==> config.mk <==
export PLATFORM = sky130hd
export DESIGN_NAME = line_error_counter
export DESIGN_NICKNAME = d
export VERILOG_FILES = /design/src/common/line_error_pkg.sv /design/src/core/line_error_counter.sv
export SDC_FILE = /design/constraint.sdc
export NUM_CORES = 1
export LEC_CHECK = 0
export BUFFER_PORTS_ARGS = -buffer_cell sky130_fd_sc_hd__buf_2
export CAP_MARGIN = 20
export CORE_ASPECT_RATIO = 0.7
export CORE_MARGIN = 1
export CORE_UTILIZATION = 60
export DETAILED_ROUTE_END_ITERATION = 10
export PLACE_DENSITY = 0.8
export SLEW_MARGIN = 15
export SYNTH_ARGS = -nofsm -noshare
export SYNTH_HDL_FRONTEND = slang
export SYNTH_SLANG_ARGS = --single-unit
==> constraint.sdc <==
create_clock -name clk -period 4.1 [get_ports clk]
set_input_delay 0.41 -clock clk [delete_from_list [all_inputs] [get_ports clk]]
set_output_delay 0.41 -clock clk [all_outputs]
set_load 0.03 [all_outputs]
==> src/common/line_error_pkg.sv <==
// Behaviour
// - AMI: two successive pulses of equal polarity give a bipolar violation.
// - HDB3/B8ZS: same-polarity pulse outside a valid substitution gives a code violation.
// - AMI excess zeros: more than 15 (ANSI) or 80 (FCC) zeros.
// - HDB3 more than 3 zeros, B8ZS more than 7, whatever the standard.
// - Error select picks one error type; value 11 counts violations and excess zeros.
// - Error select 00 counts received pseudo-random pattern logic errors.
// - 16-bit internal counter; each detected error sets a status flag, interrupts unless masked.
// - Single-rail mode: violation pin high one receive bit period per violation.
// - Report mode bit: 1 automatic, 0 manual; counting starts once mode is written.
// - Automatic: each one-second expiry copies count to results, clears, restarts.
// - Errors arriving during a copy go into the next interval.
// - Timer expiry sets timer flag; interrupt when timer mask is 0.
// - Reading the status register clears the timer flag.
// - Counter overflow sets overflow flag; interrupt unless overflow mask set.
// - Manual: rising transfer-request bit copies count to results then clears counter.
// - Rising violation-insert bit inverts second of three consecutive transmit ones.
// - Rising logic-error-insert bit flips one bit of the transmitted test pattern.
package line_error_pkg;

    localparam int ADDR_W = 8;
    localparam int DATA_W = 8;
    localparam int COUNT_W = 16;

    localparam logic [7:0] OFS_MAINT_CONTROL = 8'h10;
    localparam logic [7:0] OFS_INT_MASK = 8'h12;
    localparam logic [7:0] OFS_INT_STATUS = 8'h17;
    localparam logic [7:0] OFS_COUNT_LOW = 8'h18;
    localparam logic [7:0] OFS_COUNT_HIGH = 8'h19;

    // error_maintenance_control fields
    localparam int BIT_REPORT_MODE = 0;
    localparam int BIT_TRANSFER_REQUEST = 1;
    localparam int BIT_SEL_LO = 2;
    localparam int BIT_SEL_HI = 3;
    localparam int BIT_ZERO_STANDARD = 4;
    localparam int BIT_VIOLATION_INSERT = 5;
    localparam int BIT_LOGIC_ERROR_INSERT = 6;

    // interrupt status / mask fields
    localparam int BIT_PATTERN_ERROR = 0;
    localparam int BIT_VIOLATION = 1;
    localparam int BIT_EXCESS_ZERO = 2;
    localparam int BIT_TIMER = 3;
    localparam int BIT_OVERFLOW = 4;
    localparam int FLAG_COUNT = 5;

    localparam logic [7:0] RESET_CONTROL = 8'h00;
    localparam logic [7:0] RESET_MASK = 8'hff;
    localparam logic [7:0] RESET_STATUS = 8'h00;

    localparam logic [1:0] SEL_PATTERN = 2'h0;
    localparam logic [1:0] SEL_VIOLATION = 2'h1;
    localparam logic [1:0] SEL_EXCESS_ZERO = 2'h2;
    localparam logic [1:0] SEL_BOTH = 2'h3;

    localparam int ZERO_LIMIT_AMI_ANSI = 15;
    localparam int ZERO_LIMIT_AMI_FCC = 80;
    localparam int ZERO_LIMIT_HDB3 = 3;
    localparam int ZERO_LIMIT_B8ZS = 7;
    localparam int ZERO_RUN_W = 7;

    localparam int HDB3_SUB_ZEROS = 3;
    localparam int HDB3_SUB_ZEROS_B = 2;
    localparam int B8ZS_FIRST_ZEROS = 3;
    localparam int B8ZS_SECOND_ZEROS = 1;
    localparam int B8ZS_SECOND_SPACING = 3;

    localparam longint TIMER_PERIOD_MS = 1000;
    localparam longint CLK_PERIOD_PS = 5000;
    localparam longint TIMER_CYCLES = (TIMER_PERIOD_MS * 64'd1000000000) / CLK_PERIOD_PS;

    typedef enum logic [1:0] {
        CODING_AMI,
        CODING_HDB3,
        CODING_B8ZS
    } coding_t;

    typedef struct packed {
        logic bit_en;
        logic pos;
        logic neg;
    } rail_pair_t;

    typedef struct packed {
        logic bit_en;
        logic active;
        logic data;
    } pattern_bit_t;

endpackage

==> src/core/line_error_counter.sv <==
`timescale 1ns/1ps
`default_nettype none
module line_error_counter #(
    parameter longint TIMER_CYCLES = line_error_pkg::TIMER_CYCLES,
    parameter int TIMER_W = 28
) (
    input wire logic clk,
    input wire logic rst_n,
    input wire logic [7:0] reg_addr,
    input wire logic [7:0] reg_wdata,
    input wire logic reg_wr,
    input wire logic reg_rd,
    output logic [7:0] reg_rdata,
    input wire logic [1:0] coding_mode,
    input wire logic single_rail,
    input wire line_error_pkg::rail_pair_t rx_line,
    input wire logic pattern_error,
    input wire line_error_pkg::rail_pair_t tx_line,
    output line_error_pkg::rail_pair_t tx_line_out,
    input wire line_error_pkg::pattern_bit_t tx_pattern,
    output logic tx_pattern_out,
    output logic violation_output_pin,
    output logic interrupt_request
);

    if (TIMER_CYCLES < 2 || TIMER_CYCLES >= (64'd1 << TIMER_W)) begin : g_bad_timer
        $error("timer length does not fit the timer width");
    end

    localparam logic [TIMER_W-1:0] TIMER_LAST = TIMER_W'(TIMER_CYCLES - 1);

    function automatic logic [6:0] zero_limit(input logic [1:0] mode, input logic fcc);
        if (mode == line_error_pkg::CODING_HDB3) begin
            zero_limit = 7'(line_error_pkg::ZERO_LIMIT_HDB3);
        end else if (mode == line_error_pkg::CODING_B8ZS) begin
            zero_limit = 7'(line_error_pkg::ZERO_LIMIT_B8ZS);
        end else if (fcc) begin
            zero_limit = 7'(line_error_pkg::ZERO_LIMIT_AMI_FCC);
        end else begin
            zero_limit = 7'(line_error_pkg::ZERO_LIMIT_AMI_ANSI);
        end
    endfunction

    logic [7:0] control_reg;
    logic [7:0] control_prev_reg;
    logic [7:0] mask_reg;
    logic [7:0] status_reg;
    logic [15:0] count_reg;
    logic [15:0] result_reg;
    logic [TIMER_W-1:0] timer_reg;
    logic mode_written_reg;

    // ---------------- register access ----------------
    logic write_control;
    logic read_status;
    assign write_control = reg_wr && reg_addr == line_error_pkg::OFS_MAINT_CONTROL;
    assign read_status = reg_rd && reg_addr == line_error_pkg::OFS_INT_STATUS;

    always_ff @(posedge clk or negedge rst_n) begin
        if (!rst_n) begin
            control_reg <= line_error_pkg::RESET_CONTROL;
        end else if (write_control) begin
            control_reg <= reg_wdata;
        end
    end

    always_ff @(posedge clk or negedge rst_n) begin
        if (!rst_n) begin
            mask_reg <= line_error_pkg::RESET_MASK;
        end else if (reg_wr && reg_addr == line_error_pkg::OFS_INT_MASK) begin
            mask_reg <= reg_wdata;
        end
    end

    always_ff @(posedge clk or negedge rst_n) begin
        if (!rst_n) begin
            control_prev_reg <= line_error_pkg::RESET_CONTROL;
        end else begin
            control_prev_reg <= control_reg;
        end
    end

    always_ff @(posedge clk or negedge rst_n) begin
        if (!rst_n) begin
            reg_rdata <= 8'h00;
        end else if (reg_rd) begin
            unique case (reg_addr)
                line_error_pkg::OFS_MAINT_CONTROL: reg_rdata <= control_reg;
                line_error_pkg::OFS_INT_MASK: reg_rdata <= mask_reg;
                line_error_pkg::OFS_INT_STATUS: reg_rdata <= status_reg;
                line_error_pkg::OFS_COUNT_LOW: reg_rdata <= result_reg[7:0];
                line_error_pkg::OFS_COUNT_HIGH: reg_rdata <= result_reg[15:8];
                default: reg_rdata <= 8'h00;
            endcase
        end
    end

    logic [1:0] error_select;
    logic auto_mode;
    logic fcc_standard;
    logic transfer_rise;
    logic violation_insert_rise;
    logic logic_error_insert_rise;
    assign error_select = control_reg[line_error_pkg::BIT_SEL_HI:line_error_pkg::BIT_SEL_LO];
    assign auto_mode = control_reg[line_error_pkg::BIT_REPORT_MODE];
    assign fcc_standard = control_reg[line_error_pkg::BIT_ZERO_STANDARD];
    assign transfer_rise = control_reg[line_error_pkg::BIT_TRANSFER_REQUEST]
        && !control_prev_reg[line_error_pkg::BIT_TRANSFER_REQUEST];
    assign violation_insert_rise = control_reg[line_error_pkg::BIT_VIOLATION_INSERT]
        && !control_prev_reg[line_error_pkg::BIT_VIOLATION_INSERT];
    assign logic_error_insert_rise = control_reg[line_error_pkg::BIT_LOGIC_ERROR_INSERT]
        && !control_prev_reg[line_error_pkg::BIT_LOGIC_ERROR_INSERT];

    // ---------------- receive line code checking ----------------
    logic pulse;
    logic last_pol_reg;
    logic have_pulse_reg;
    logic last_viol_pol_reg;
    logic [2:0] since_viol_reg;
    logic [6:0] zero_run_reg;
    logic raw_violation;
    logic sub_valid;
    logic bipolar_violation;
    logic code_violation;
    logic excess_zero_error;
    logic line_violation;

    assign pulse = rx_line.bit_en && (rx_line.pos ^ rx_line.neg);
    assign raw_violation = pulse && have_pulse_reg && (rx_line.pos == last_pol_reg);

    always_comb begin
        sub_valid = 1'b0;
        if (coding_mode == line_error_pkg::CODING_HDB3) begin
            // 000V or B00V, successive substitutions alternate polarity
            sub_valid = (zero_run_reg == 7'(line_error_pkg::HDB3_SUB_ZEROS)
                || zero_run_reg == 7'(line_error_pkg::HDB3_SUB_ZEROS_B))
                && rx_line.pos != last_viol_pol_reg;
        end else if (coding_mode == line_error_pkg::CODING_B8ZS) begin
            // 000VB0VB: first V after three zeros, second one V B 0 later
            sub_valid = zero_run_reg == 7'(line_error_pkg::B8ZS_FIRST_ZEROS)
                || (zero_run_reg == 7'(line_error_pkg::B8ZS_SECOND_ZEROS)
                && since_viol_reg == 3'(line_error_pkg::B8ZS_SECOND_SPACING));
        end
    end

    assign bipolar_violation = raw_violation && coding_mode == line_error_pkg::CODING_AMI;
    assign code_violation = raw_violation && coding_mode != line_error_pkg::CODING_AMI && !sub_valid;
    assign line_violation = bipolar_violation || code_violation;
    // zero run passes the coding limit
    assign excess_zero_error = rx_line.bit_en && !pulse
        && zero_run_reg == zero_limit(coding_mode, fcc_standard);

    always_ff @(posedge clk or negedge rst_n) begin
        if (!rst_n) begin
            last_pol_reg <= 1'b0;
            have_pulse_reg <= 1'b0;
        end else if (pulse) begin
            last_pol_reg <= rx_line.pos;
            have_pulse_reg <= 1'b1;
        end
    end

    always_ff @(posedge clk or negedge rst_n) begin
        if (!rst_n) begin
            last_viol_pol_reg <= 1'b0;
            since_viol_reg <= 3'h7;
        end else if (rx_line.bit_en) begin
            if (raw_violation) begin
                last_viol_pol_reg <= rx_line.pos;
                since_viol_reg <= 3'h1;
            end else if (since_viol_reg != 3'h7) begin
                since_viol_reg <= since_viol_reg + 3'h1;
            end
        end
    end

    always_ff @(posedge clk or negedge rst_n) begin
        if (!rst_n) begin
            zero_run_reg <= 7'h00;
        end else if (rx_line.bit_en) begin
            if (pulse) begin
                zero_run_reg <= 7'h00;
            end else if (zero_run_reg != 7'h7f) begin
                zero_run_reg <= zero_run_reg + 7'h01;
            end
        end
    end

    // violation pin stands for one receive bit period
    always_ff @(posedge clk or negedge rst_n) begin
        if (!rst_n) begin
            violation_output_pin <= 1'b0;
        end else if (rx_line.bit_en) begin
            violation_output_pin <= single_rail && line_violation;
        end
    end

    // ---------------- error selection and counting ----------------
    logic [1:0] increment;
    always_comb begin
        unique case (error_select)
            line_error_pkg::SEL_PATTERN: increment = {1'b0, pattern_error};
            line_error_pkg::SEL_VIOLATION: increment = {1'b0, line_violation};
            line_error_pkg::SEL_EXCESS_ZERO: increment = {1'b0, excess_zero_error};
            line_error_pkg::SEL_BOTH: increment = {1'b0, line_violation} + {1'b0, excess_zero_error};
        endcase
    end

    // counting begins once the mode bit has been written
    always_ff @(posedge clk or negedge rst_n) begin
        if (!rst_n) begin
            mode_written_reg <= 1'b0;
        end else if (write_control) begin
            mode_written_reg <= 1'b1;
        end
    end

    logic mode_changed;
    logic timer_expire;
    logic transfer;
    assign mode_changed = write_control
        && reg_wdata[line_error_pkg::BIT_REPORT_MODE] != auto_mode;
    assign timer_expire = mode_written_reg && auto_mode && timer_reg == TIMER_LAST;

    // one-second interval, restarted when the mode changes
    always_ff @(posedge clk or negedge rst_n) begin
        if (!rst_n) begin
            timer_reg <= '0;
        end else if (!auto_mode || mode_changed || timer_expire) begin
            timer_reg <= '0;
        end else if (mode_written_reg) begin
            timer_reg <= timer_reg + TIMER_W'(1);
        end
    end

    // manual copy on rising transfer request
    assign transfer = timer_expire || (!auto_mode && transfer_rise);

    logic [16:0] count_sum;
    logic overflow;
    assign count_sum = {1'b0, count_reg} + {15'h0000, increment};
    assign overflow = mode_written_reg && !transfer && count_sum[16];

    always_ff @(posedge clk or negedge rst_n) begin
        if (!rst_n) begin
            count_reg <= 16'h0000;
        end else if (!mode_written_reg) begin
            count_reg <= 16'h0000;
        end else if (transfer) begin
            // errors of the copy cycle start the next interval
            count_reg <= {14'h0000, increment};
        end else if (overflow) begin
            count_reg <= 16'hffff;
        end else begin
            count_reg <= count_sum[15:0];
        end
    end

    always_ff @(posedge clk or negedge rst_n) begin
        if (!rst_n) begin
            result_reg <= 16'h0000;
        end else if (transfer) begin
            result_reg <= count_reg;
        end
    end

    // ---------------- status flags ----------------
    logic [7:0] flag_set;
    always_comb begin
        flag_set = 8'h00;
        // each detected error sets its flag
        flag_set[line_error_pkg::BIT_PATTERN_ERROR] = pattern_error;
        flag_set[line_error_pkg::BIT_VIOLATION] = line_violation;
        flag_set[line_error_pkg::BIT_EXCESS_ZERO] = excess_zero_error;
        flag_set[line_error_pkg::BIT_TIMER] = timer_expire;
        flag_set[line_error_pkg::BIT_OVERFLOW] = overflow;
    end

    // read clears, a new event in the same cycle wins
    always_ff @(posedge clk or negedge rst_n) begin
        if (!rst_n) begin
            status_reg <= line_error_pkg::RESET_STATUS;
        end else if (read_status) begin
            status_reg <= flag_set;
        end else begin
            status_reg <= status_reg | flag_set;
        end
    end

    assign interrupt_request = |(status_reg & ~mask_reg);

    // ---------------- transmit insertion ----------------
    logic violation_pending_reg;
    logic [1:0] tx_pos_pipe_reg;
    logic [1:0] tx_neg_pipe_reg;
    logic three_ones;
    assign three_ones = tx_line.bit_en && (tx_line.pos | tx_line.neg)
        && (tx_pos_pipe_reg[0] | tx_neg_pipe_reg[0]) && (tx_pos_pipe_reg[1] | tx_neg_pipe_reg[1]);

    always_ff @(posedge clk or negedge rst_n) begin
        if (!rst_n) begin
            violation_pending_reg <= 1'b0;
        end else if (violation_insert_rise) begin
            violation_pending_reg <= 1'b1;
        end else if (violation_pending_reg && three_ones) begin
            violation_pending_reg <= 1'b0;
        end
    end

    // middle of three ones leaves with swapped polarity
    always_ff @(posedge clk or negedge rst_n) begin
        if (!rst_n) begin
            tx_pos_pipe_reg <= 2'h0;
            tx_neg_pipe_reg <= 2'h0;
        end else if (tx_line.bit_en) begin
            tx_pos_pipe_reg[0] <= tx_line.pos;
            tx_neg_pipe_reg[0] <= tx_line.neg;
            if (violation_pending_reg && three_ones) begin
                tx_pos_pipe_reg[1] <= tx_neg_pipe_reg[0];
                tx_neg_pipe_reg[1] <= tx_pos_pipe_reg[0];
            end else begin
                tx_pos_pipe_reg[1] <= tx_pos_pipe_reg[0];
                tx_neg_pipe_reg[1] <= tx_neg_pipe_reg[0];
            end
        end
    end

    always_ff @(posedge clk or negedge rst_n) begin
        if (!rst_n) begin
            tx_line_out <= '0;
        end else begin
            tx_line_out.bit_en <= tx_line.bit_en;
            if (tx_line.bit_en) begin
                tx_line_out.pos <= tx_pos_pipe_reg[1];
                tx_line_out.neg <= tx_neg_pipe_reg[1];
            end
        end
    end

    logic logic_error_pending_reg;
    always_ff @(posedge clk or negedge rst_n) begin
        if (!rst_n) begin
            logic_error_pending_reg <= 1'b0;
        end else if (logic_error_insert_rise) begin
            logic_error_pending_reg <= 1'b1;
        end else if (tx_pattern.bit_en && tx_pattern.active) begin
            logic_error_pending_reg <= 1'b0;
        end
    end

    always_ff @(posedge clk or negedge rst_n) begin
        if (!rst_n) begin
            tx_pattern_out <= 1'b0;
        end else if (tx_pattern.bit_en) begin
            tx_pattern_out <= tx_pattern.data ^ (logic_error_pending_reg && tx_pattern.active);
        end
    end

endmodule // line_error_counter
`default_nettype wire

## Yosys cells after proc, flatten, opt, wreduce, memory -nomap -nowiden

Index checks and enable logic that the tools add are counted.

- Flip-flop bits (word level): 124
- Output and inout bits: 14
- Word-level logic and storage cells: 134

- $add $sub $neg: 5
- Equal/unequal tests: 21
- Muxes and demuxes: 23
- Bitwise operators: 8
- Reductions and logical operators: 54

Operators with widths:

| kind | number |
|---|---|
| 28-bit two-way mux | 2 |
| 16-bit two-way mux | 3 |
| 8-bit by 5-bit == test with 1-bit output (second input constant) | 5 |
| 8-bit case mux with 5 select lines | 1 |
| 7-bit two-way mux | 5 |
| 1-bit logical AND | 29 |
| 28-bit by 1-bit adder with 28-bit output (second input constant) | 1 |
| 28-bit == test (second input constant) | 1 |
| 16-bit by 2-bit adder with 17-bit output | 1 |
| 7-bit by 2-bit == test with 1-bit output (second input constant) | 2 |
| 2-bit nonzero test | 6 |
| 8-bit bitwise AND | 1 |
| 1-bit two-way mux | 8 |
| 8-bit two-way mux | 1 |
| 8-bit NOT | 1 |
| 8-bit by 5-bit OR with 8-bit output | 1 |
| 2-bit case mux with 4 select lines | 1 |
| 8-bit OR reduction | 1 |
| 7-bit by 1-bit adder with 7-bit output (second input constant) | 1 |
| 7-bit by 1-bit == test with 1-bit output (second input constant) | 1 |
| 7-bit == test | 1 |
| 1-bit zero test | 7 |
| 7-bit inequality test (second input constant) | 1 |
| 2-bit == test (second input constant) | 3 |
| 13 further kinds | 27 |

## Logic depth before layout (Yosys ltp)

- Word-level depth: 15
- Depth in mapped cells: 18

## Worst setup path after synthesis

Ideal clock, no wire load.

- Path kind: input port to flip-flop
- Start: input rx_line[1] (netlist name)
- End: register count_reg[10]
- Data arrival time: 3.661 ns
- Data required time: 3.963 ns
- Path slack: 0.302 ns
- Stages on the path: 18
- Path buffers: 3
- Path through: clkbuf_1 xnor2_1 nand2_1 a2111oi_0 and2_1 ha_1 nand2_1 nand2_1 a31oi_1 a21oi_1 ha_1 fa_1 and3_1 nand4_1 or2_2 clkbuf_1 clkbuf_1 a21oi_1

- Longest elaborated chain between the ends: 14
- Elaborated cells on any way between the ends: 23
- Those cells by class: add/sub: 2; eq/ne: 2; mux: 5; bitwise: 1; reduce/logical: 13

Ends and longest elaborated chain:

| what | line | source |
|---|---|---|
| start, declared | line_error_counter.sv:16 | `input wire line_error_pkg::rail_pair_t rx_line,` |
| 1-bit XOR | line_error_counter.sv:128 | `assign pulse = rx_line.bit_en && (rx_line.pos ^ rx_line.neg);` |
| 1-bit logical AND | line_error_counter.sv:128 |  |
| 1-bit logical AND (2 in series) | line_error_counter.sv:129 | `assign raw_violation = pulse && have_pulse_reg && (rx_line.pos == last_pol_reg);` |
| 1-bit logical AND (2 in series) | line_error_counter.sv:147 | `assign code_violation = raw_violation && coding_mode != line_error_pkg::CODING_AMI && !sub_valid;` |
| 1-bit logical OR | line_error_counter.sv:148 | `assign line_violation = bipolar_violation \|\| code_violation;` |
| 1-bit by 1-bit adder with 2-bit output | line_error_counter.sv:205 | `line_error_pkg::SEL_BOTH: increment = {1'b0, line_violation} + {1'b0, excess_zero_error};` |
| 2-bit case mux with 4 select lines (*) | line_error_counter.sv:201 | `unique case (error_select)` |
| 16-bit by 2-bit adder with 17-bit output (*) | line_error_counter.sv:241 | `assign count_sum = {1'b0, count_reg} + {15'h0000, increment};` |
| 1-bit logical AND | line_error_counter.sv:242 | `assign overflow = mode_written_reg && !transfer && count_sum[16];` |
| 16-bit two-way mux (*) | line_error_counter.sv:252 | `end else if (overflow) begin` |
| 16-bit two-way mux (*) | line_error_counter.sv:249 | `end else if (transfer) begin` |
| 16-bit two-way mux (*) | line_error_counter.sv:247 | `end else if (!mode_written_reg) begin` |
| end signal, assigned | line_error_counter.sv:251 | `count_reg <= {14'h0000, increment};` |
| end signal, assigned | line_error_counter.sv:255 | `count_reg <= count_sum[15:0];` |
| end, declared | line_error_counter.sv:48 | `logic [15:0] count_reg;` |

Mark *: on every way between the ends. The rest lies on a longest branch, timed or not.
A chain may end at the register's enable or synchronous reset.

## Final worst setup path

- Start: register zero_run_reg[0]
- End: register count_reg[6]

- Longest elaborated chain between the ends: 15
- Elaborated cells on any way between the ends: 21
- Those cells by class: add/sub: 2; eq/ne: 4; mux: 6; reduce/logical: 9

Ends and longest elaborated chain:

| what | line | source |
|---|---|---|
| start, declared | line_error_counter.sv:120 | `logic [6:0] zero_run_reg;` |
| start signal, assigned | line_error_counter.sv:184 | `zero_run_reg <= zero_run_reg + 7'h01;` |
| 7-bit by 1-bit == test with 1-bit output | line_error_counter.sv:141 | `\|\| (zero_run_reg == 7'(line_error_pkg::B8ZS_SECOND_ZEROS)` |
| 1-bit logical AND | line_error_counter.sv:142 | `&& since_viol_reg == 3'(line_error_pkg::B8ZS_SECOND_SPACING));` |
| 1-bit logical OR | line_error_counter.sv:141 |  |
| 1-bit two-way mux | line_error_counter.sv:138 | `end else if (coding_mode == line_error_pkg::CODING_B8ZS) begin` |
| 1-bit two-way mux | line_error_counter.sv:133 | `if (coding_mode == line_error_pkg::CODING_HDB3) begin` |
| 1-bit zero test | line_error_counter.sv:147 |  |
| 1-bit logical AND | line_error_counter.sv:147 |  |
| 1-bit logical OR | line_error_counter.sv:148 |  |
| 1-bit by 1-bit adder with 2-bit output | line_error_counter.sv:205 |  |
| 2-bit case mux with 4 select lines (*) | line_error_counter.sv:201 |  |
| 16-bit by 2-bit adder with 17-bit output (*) | line_error_counter.sv:241 |  |
| 1-bit logical AND | line_error_counter.sv:242 |  |
| 16-bit two-way mux (*) | line_error_counter.sv:252 |  |
| 16-bit two-way mux (*) | line_error_counter.sv:249 |  |
| 16-bit two-way mux (*) | line_error_counter.sv:247 |  |

Marks and branches as above.

==> run_results.csv <==
group,metric,value,unit
run_status,run_status,"complete, no violations",
timing,maxSlewHeadroom,43.61,%
timing,drv_slew,0,
route,vias,4583,
critical_path,rr_worst_depth,16,
synth,yosys-top-cells-area,"dfrtp_1 46%, mux2_2 6.4%, dfstp_2 5.0%",
clock_network,clock_latency,420,ps
pwr,internal_power,2.548,mW
timing,setup_tns,0,ps
global_route,grt.busiest_layer,"met2",
clock_network,htreeDepth,4,
critical_path,cp.arrival,4180,ps
synth,synth_top_area_cell,"dfrtp_1",
place,place_area,6163,um^2
global_route,met2_usage,44.25,%
place,portBuffers,46,
critical_path,critPathMaxFanout,10,
place,gp_congestion,0.9242,
floorplanning,die-area,10100,um^2
floorplanning,ios,47,
critical_path,r2r_slack,180,ps
synth,synthArstFlopShare,100.0,%
critical_path,cp.depth,16,
pwr,p_per_area,495.9,nW/um^2
timing,setup_viol,0,
synth,syn_area_per_cell,10.60,um^2
synth,synth_edf_count,0,
critical_path,crit_family,"adder cells",
critical_path,worstPathRequired,4360,ps
floorplanning,die_y,84.38,um
clock_network,cts_root_buf,"clkbuf_16",
route,drt-vias-per-instance,6.210,
global_route,grt_use_total,29.60,%
floorplanning,core-area,9253,um^2
pwr,p_sw_share,24.74,%
floorplanning,rows,29,
timing,fin_crit_sh,95.65,%
synth,syn_inst,549,
global_route,grt_pass1_vias,4468,
clock_network,numCtsBuffers,17,
hold_path,hold_depth,2,
global_route,antenna_found_initial,0,
hold_path,min-delay-start,"tx_pattern[2]",
global_route,grt_use_met3,8.832,%
critical_path,critPathMaxStageDelay,470,ps
layout,synthToLayoutAreaGrowth,17.38,%
critical_path,reg2reg_to,"count_reg[6]",
critical_path,cp-end-kind,"register",
synth,synth_top_area_share,45.60,%
synth,yosys_warnings,0,
pwr,switching_power,0.8376,mW
pwr,p_leak,2.950,nW
layout,largest_reg_flops,28,
route,drcViolationCount,0,
clock_network,path_clk_slew,50,ps
synth,mappedNetlistArea,5817,um^2
critical_path,crit_buf_inv,1,
layout,n_antenna_cell,0,
synth,synth_seq_cells,117,
timing,hold_viol_final,0,
timing,period_needed,3922,ps
pwr,share_comb_of_total_power,11.8,%
critical_path,crit_path_cell_trace,"ha_1 -> nor2_1 -> o32ai_1 -> a21oi_1 -> ha_1 -> nand2_1 -> nand2_1 -> a31oi_1 -> a21oi_1 -> ha_1 -> fa_1 -> and3_1 -> nand4_1 -> or2_2 -> buf_4 -> a21oi_1",
layout,final_area,6828,um^2
place,place_hpwl,9.459,mm
critical_path,critical_path_class,"reg2reg",
pwr,power_frac_clock,46.5,%
global_route,gr-usage-met1,40.46,%
route,first_pass_iters,6,
synth,synth.distinct_cells,67,
run,drv_cap,0,
clock_network,clockBufferDepth,2,
layout,layout-drive-gt1-share,23.29,%
synth,ys_seq_area_share,50.57,%
clock_network,tritoncts,"done",
critical_path,start_kind,"register",
global_route,grt_first_pass_wirelength,22.63,mm
critical_path,timing.rr.start,"zero_run_reg[0]",
global_route,grt_overflow,0,
synth,syn-num-nets,593,
route,ant_nets,0,
timing,fin_skew,8.801,ps
synth,ys.flop_type,"dfrtp_1",
critical_path,crit_path_top_delay_cell,"dfrtp_1",
clock_network,post-cts-setup-buffers,0,
pwr,seqPwrFrac,41.8,%
layout,fin_nets,645,
timing,tightest_slew,838.8,ps
pwr,ir_drop,324.0,uV
route,wl,13.83,mm
timing,clock.fmax,0.2550,GHz
global_route,grt_max_degree,43,
route,drt_iter0_markers,468,
floorplanning,fp.dieW,119.7,um
route,wire_per_inst,18.74,um
floorplanning,start_util,62.87,%
hold_path,min_path_type,"in2reg",
clock_network,cts_sinks,117,
hold_path,worstHoldEndpoint,"tx_pattern_out",
timing,rsz0062_at_grt,"false",
cell usage after synthesis, types with 5 or more instances:
| cell type | n |
|---|---|
| nand3_1 | 12 |
| clkbuf_1 | 12 |
| a21o_1 | 5 |
| ha_1 | 10 |
| o2bb2ai_1 | 5 |
| a21oi_1 | 30 |
| xnor2_1 | 33 |
| inv_1 | 25 |
| nor3_1 | 16 |
| nor2_1 | 49 |
| or3_1 | 5 |
| nand2_1 | 41 |
| o21ai_0 | 18 |
| mux2i_1 | 8 |
| dfrtp_1 | 106 |
| buf_2 | 5 |
| o22ai_1 | 6 |
| a221oi_1 | 5 |
| mux2_2 | 33 |
| dfstp_2 | 11 |
| nand4_1 | 14 |
| and3_1 | 13 |
| xor2_1 | 13 |
power by group through the flow:
stage / Sequential, mW / Combinational (mW) / Clock [mW]
after global placement: 1.42 / 0.365 / 0
after CTS: 1.41 / 0.398 / 1.59
after detailed placement: 1.43 / 0.388 / 0
after floorplan: 1.41 / 0.255 / 0
after global routing: 1.43 / 0.444 / 1.64
final: 1.41 / 0.398 / 1.57
metrics by stage:
stage	util (%)	setup WS (ps)	hold slack, ps	total power, mW	cells
after floorplan	-	301.9	114.4	1.660	549
after global placement	66.61	195.9	378.7	1.784	705
after detailed placement	66.61	54.57	393.3	1.815	705
after CTS	73.59	21.53	188.6	3.400	738
after global routing	73.79	7.654	214.4	3.516	738
final	73.79	178.3	200.5	3.386	738
placed cells by master (no fill, tap or decap), types with 12 or more instances in the layout:
cell       count
nand2_1       41
inv_1         25
nor3_1        16
nor2_1        49
dfrtp_1      106
xnor2_1       33
mux2_2        33
and3_1        13
buf_2         45
nand3_1       12
nand4_1       14
clkbuf_16     17
xor2_1        13
a21oi_1       30
o21ai_0       18
metal layers:
layer | share of wire (%) | vias to the layer above
li1 | - | 2077
met1 | 45 | 2272
met2 | 46 | 201
met3 | 7.4 | 33
met4 | 2.1 | 0
met5 | 0 | -
cell families (layout without fill, tap and decap cells):
kind of cell	Yosys count	in the layout	synth area share (%)
mux	41	41	7.765
simple gates	191	191	17.77
compound gates	98	98	11.23
buf+inv	44	109	3.076
flops	117	117	50.57
xor+xnor	46	46	6.926
fa+ha+maj	12	12	2.667
worst max path at each step:
| stage | end | slack [ps] | startpoint |
|---|---|---|---|
| 2_1_floorplan | count_reg[10] | 300 | rx_line[1] |
| 3_3_place_gp | count_reg[9] | 200 | coding_mode[1] |
| 3_5_place_dp | count_reg[3] | 50 | coding_mode[1] |
| 4_1_cts | count_reg[6] | 20 | zero_run_reg[0] |
| 5_1_grt | count_reg[9] | 8 | zero_run_reg[0] |
| 6_report | count_reg[6] | 180 | zero_run_reg[0] |
cell type report:
class / count / area, um^2
Sequential cell: 117 / 2942
Multi-Input combinational cell: 388 / 2721
Fill cell: 626 / 2425
Clock buffer: 23 / 488.0
Timing Repair Buffer: 52 / 280.3
Tap cell: 124 / 155.1
Clock inverter: 9 / 147.6
Inverter: 25 / 93.84
timing repair:
item                                    4_1_cts  5_1_grt
endpoints found under the setup margin        0       17
hold buffers                                  1        0
endpoints found under the hold margin         1        0
gates resized for setup                       0        3
Power figures use the tool's default switching activity.
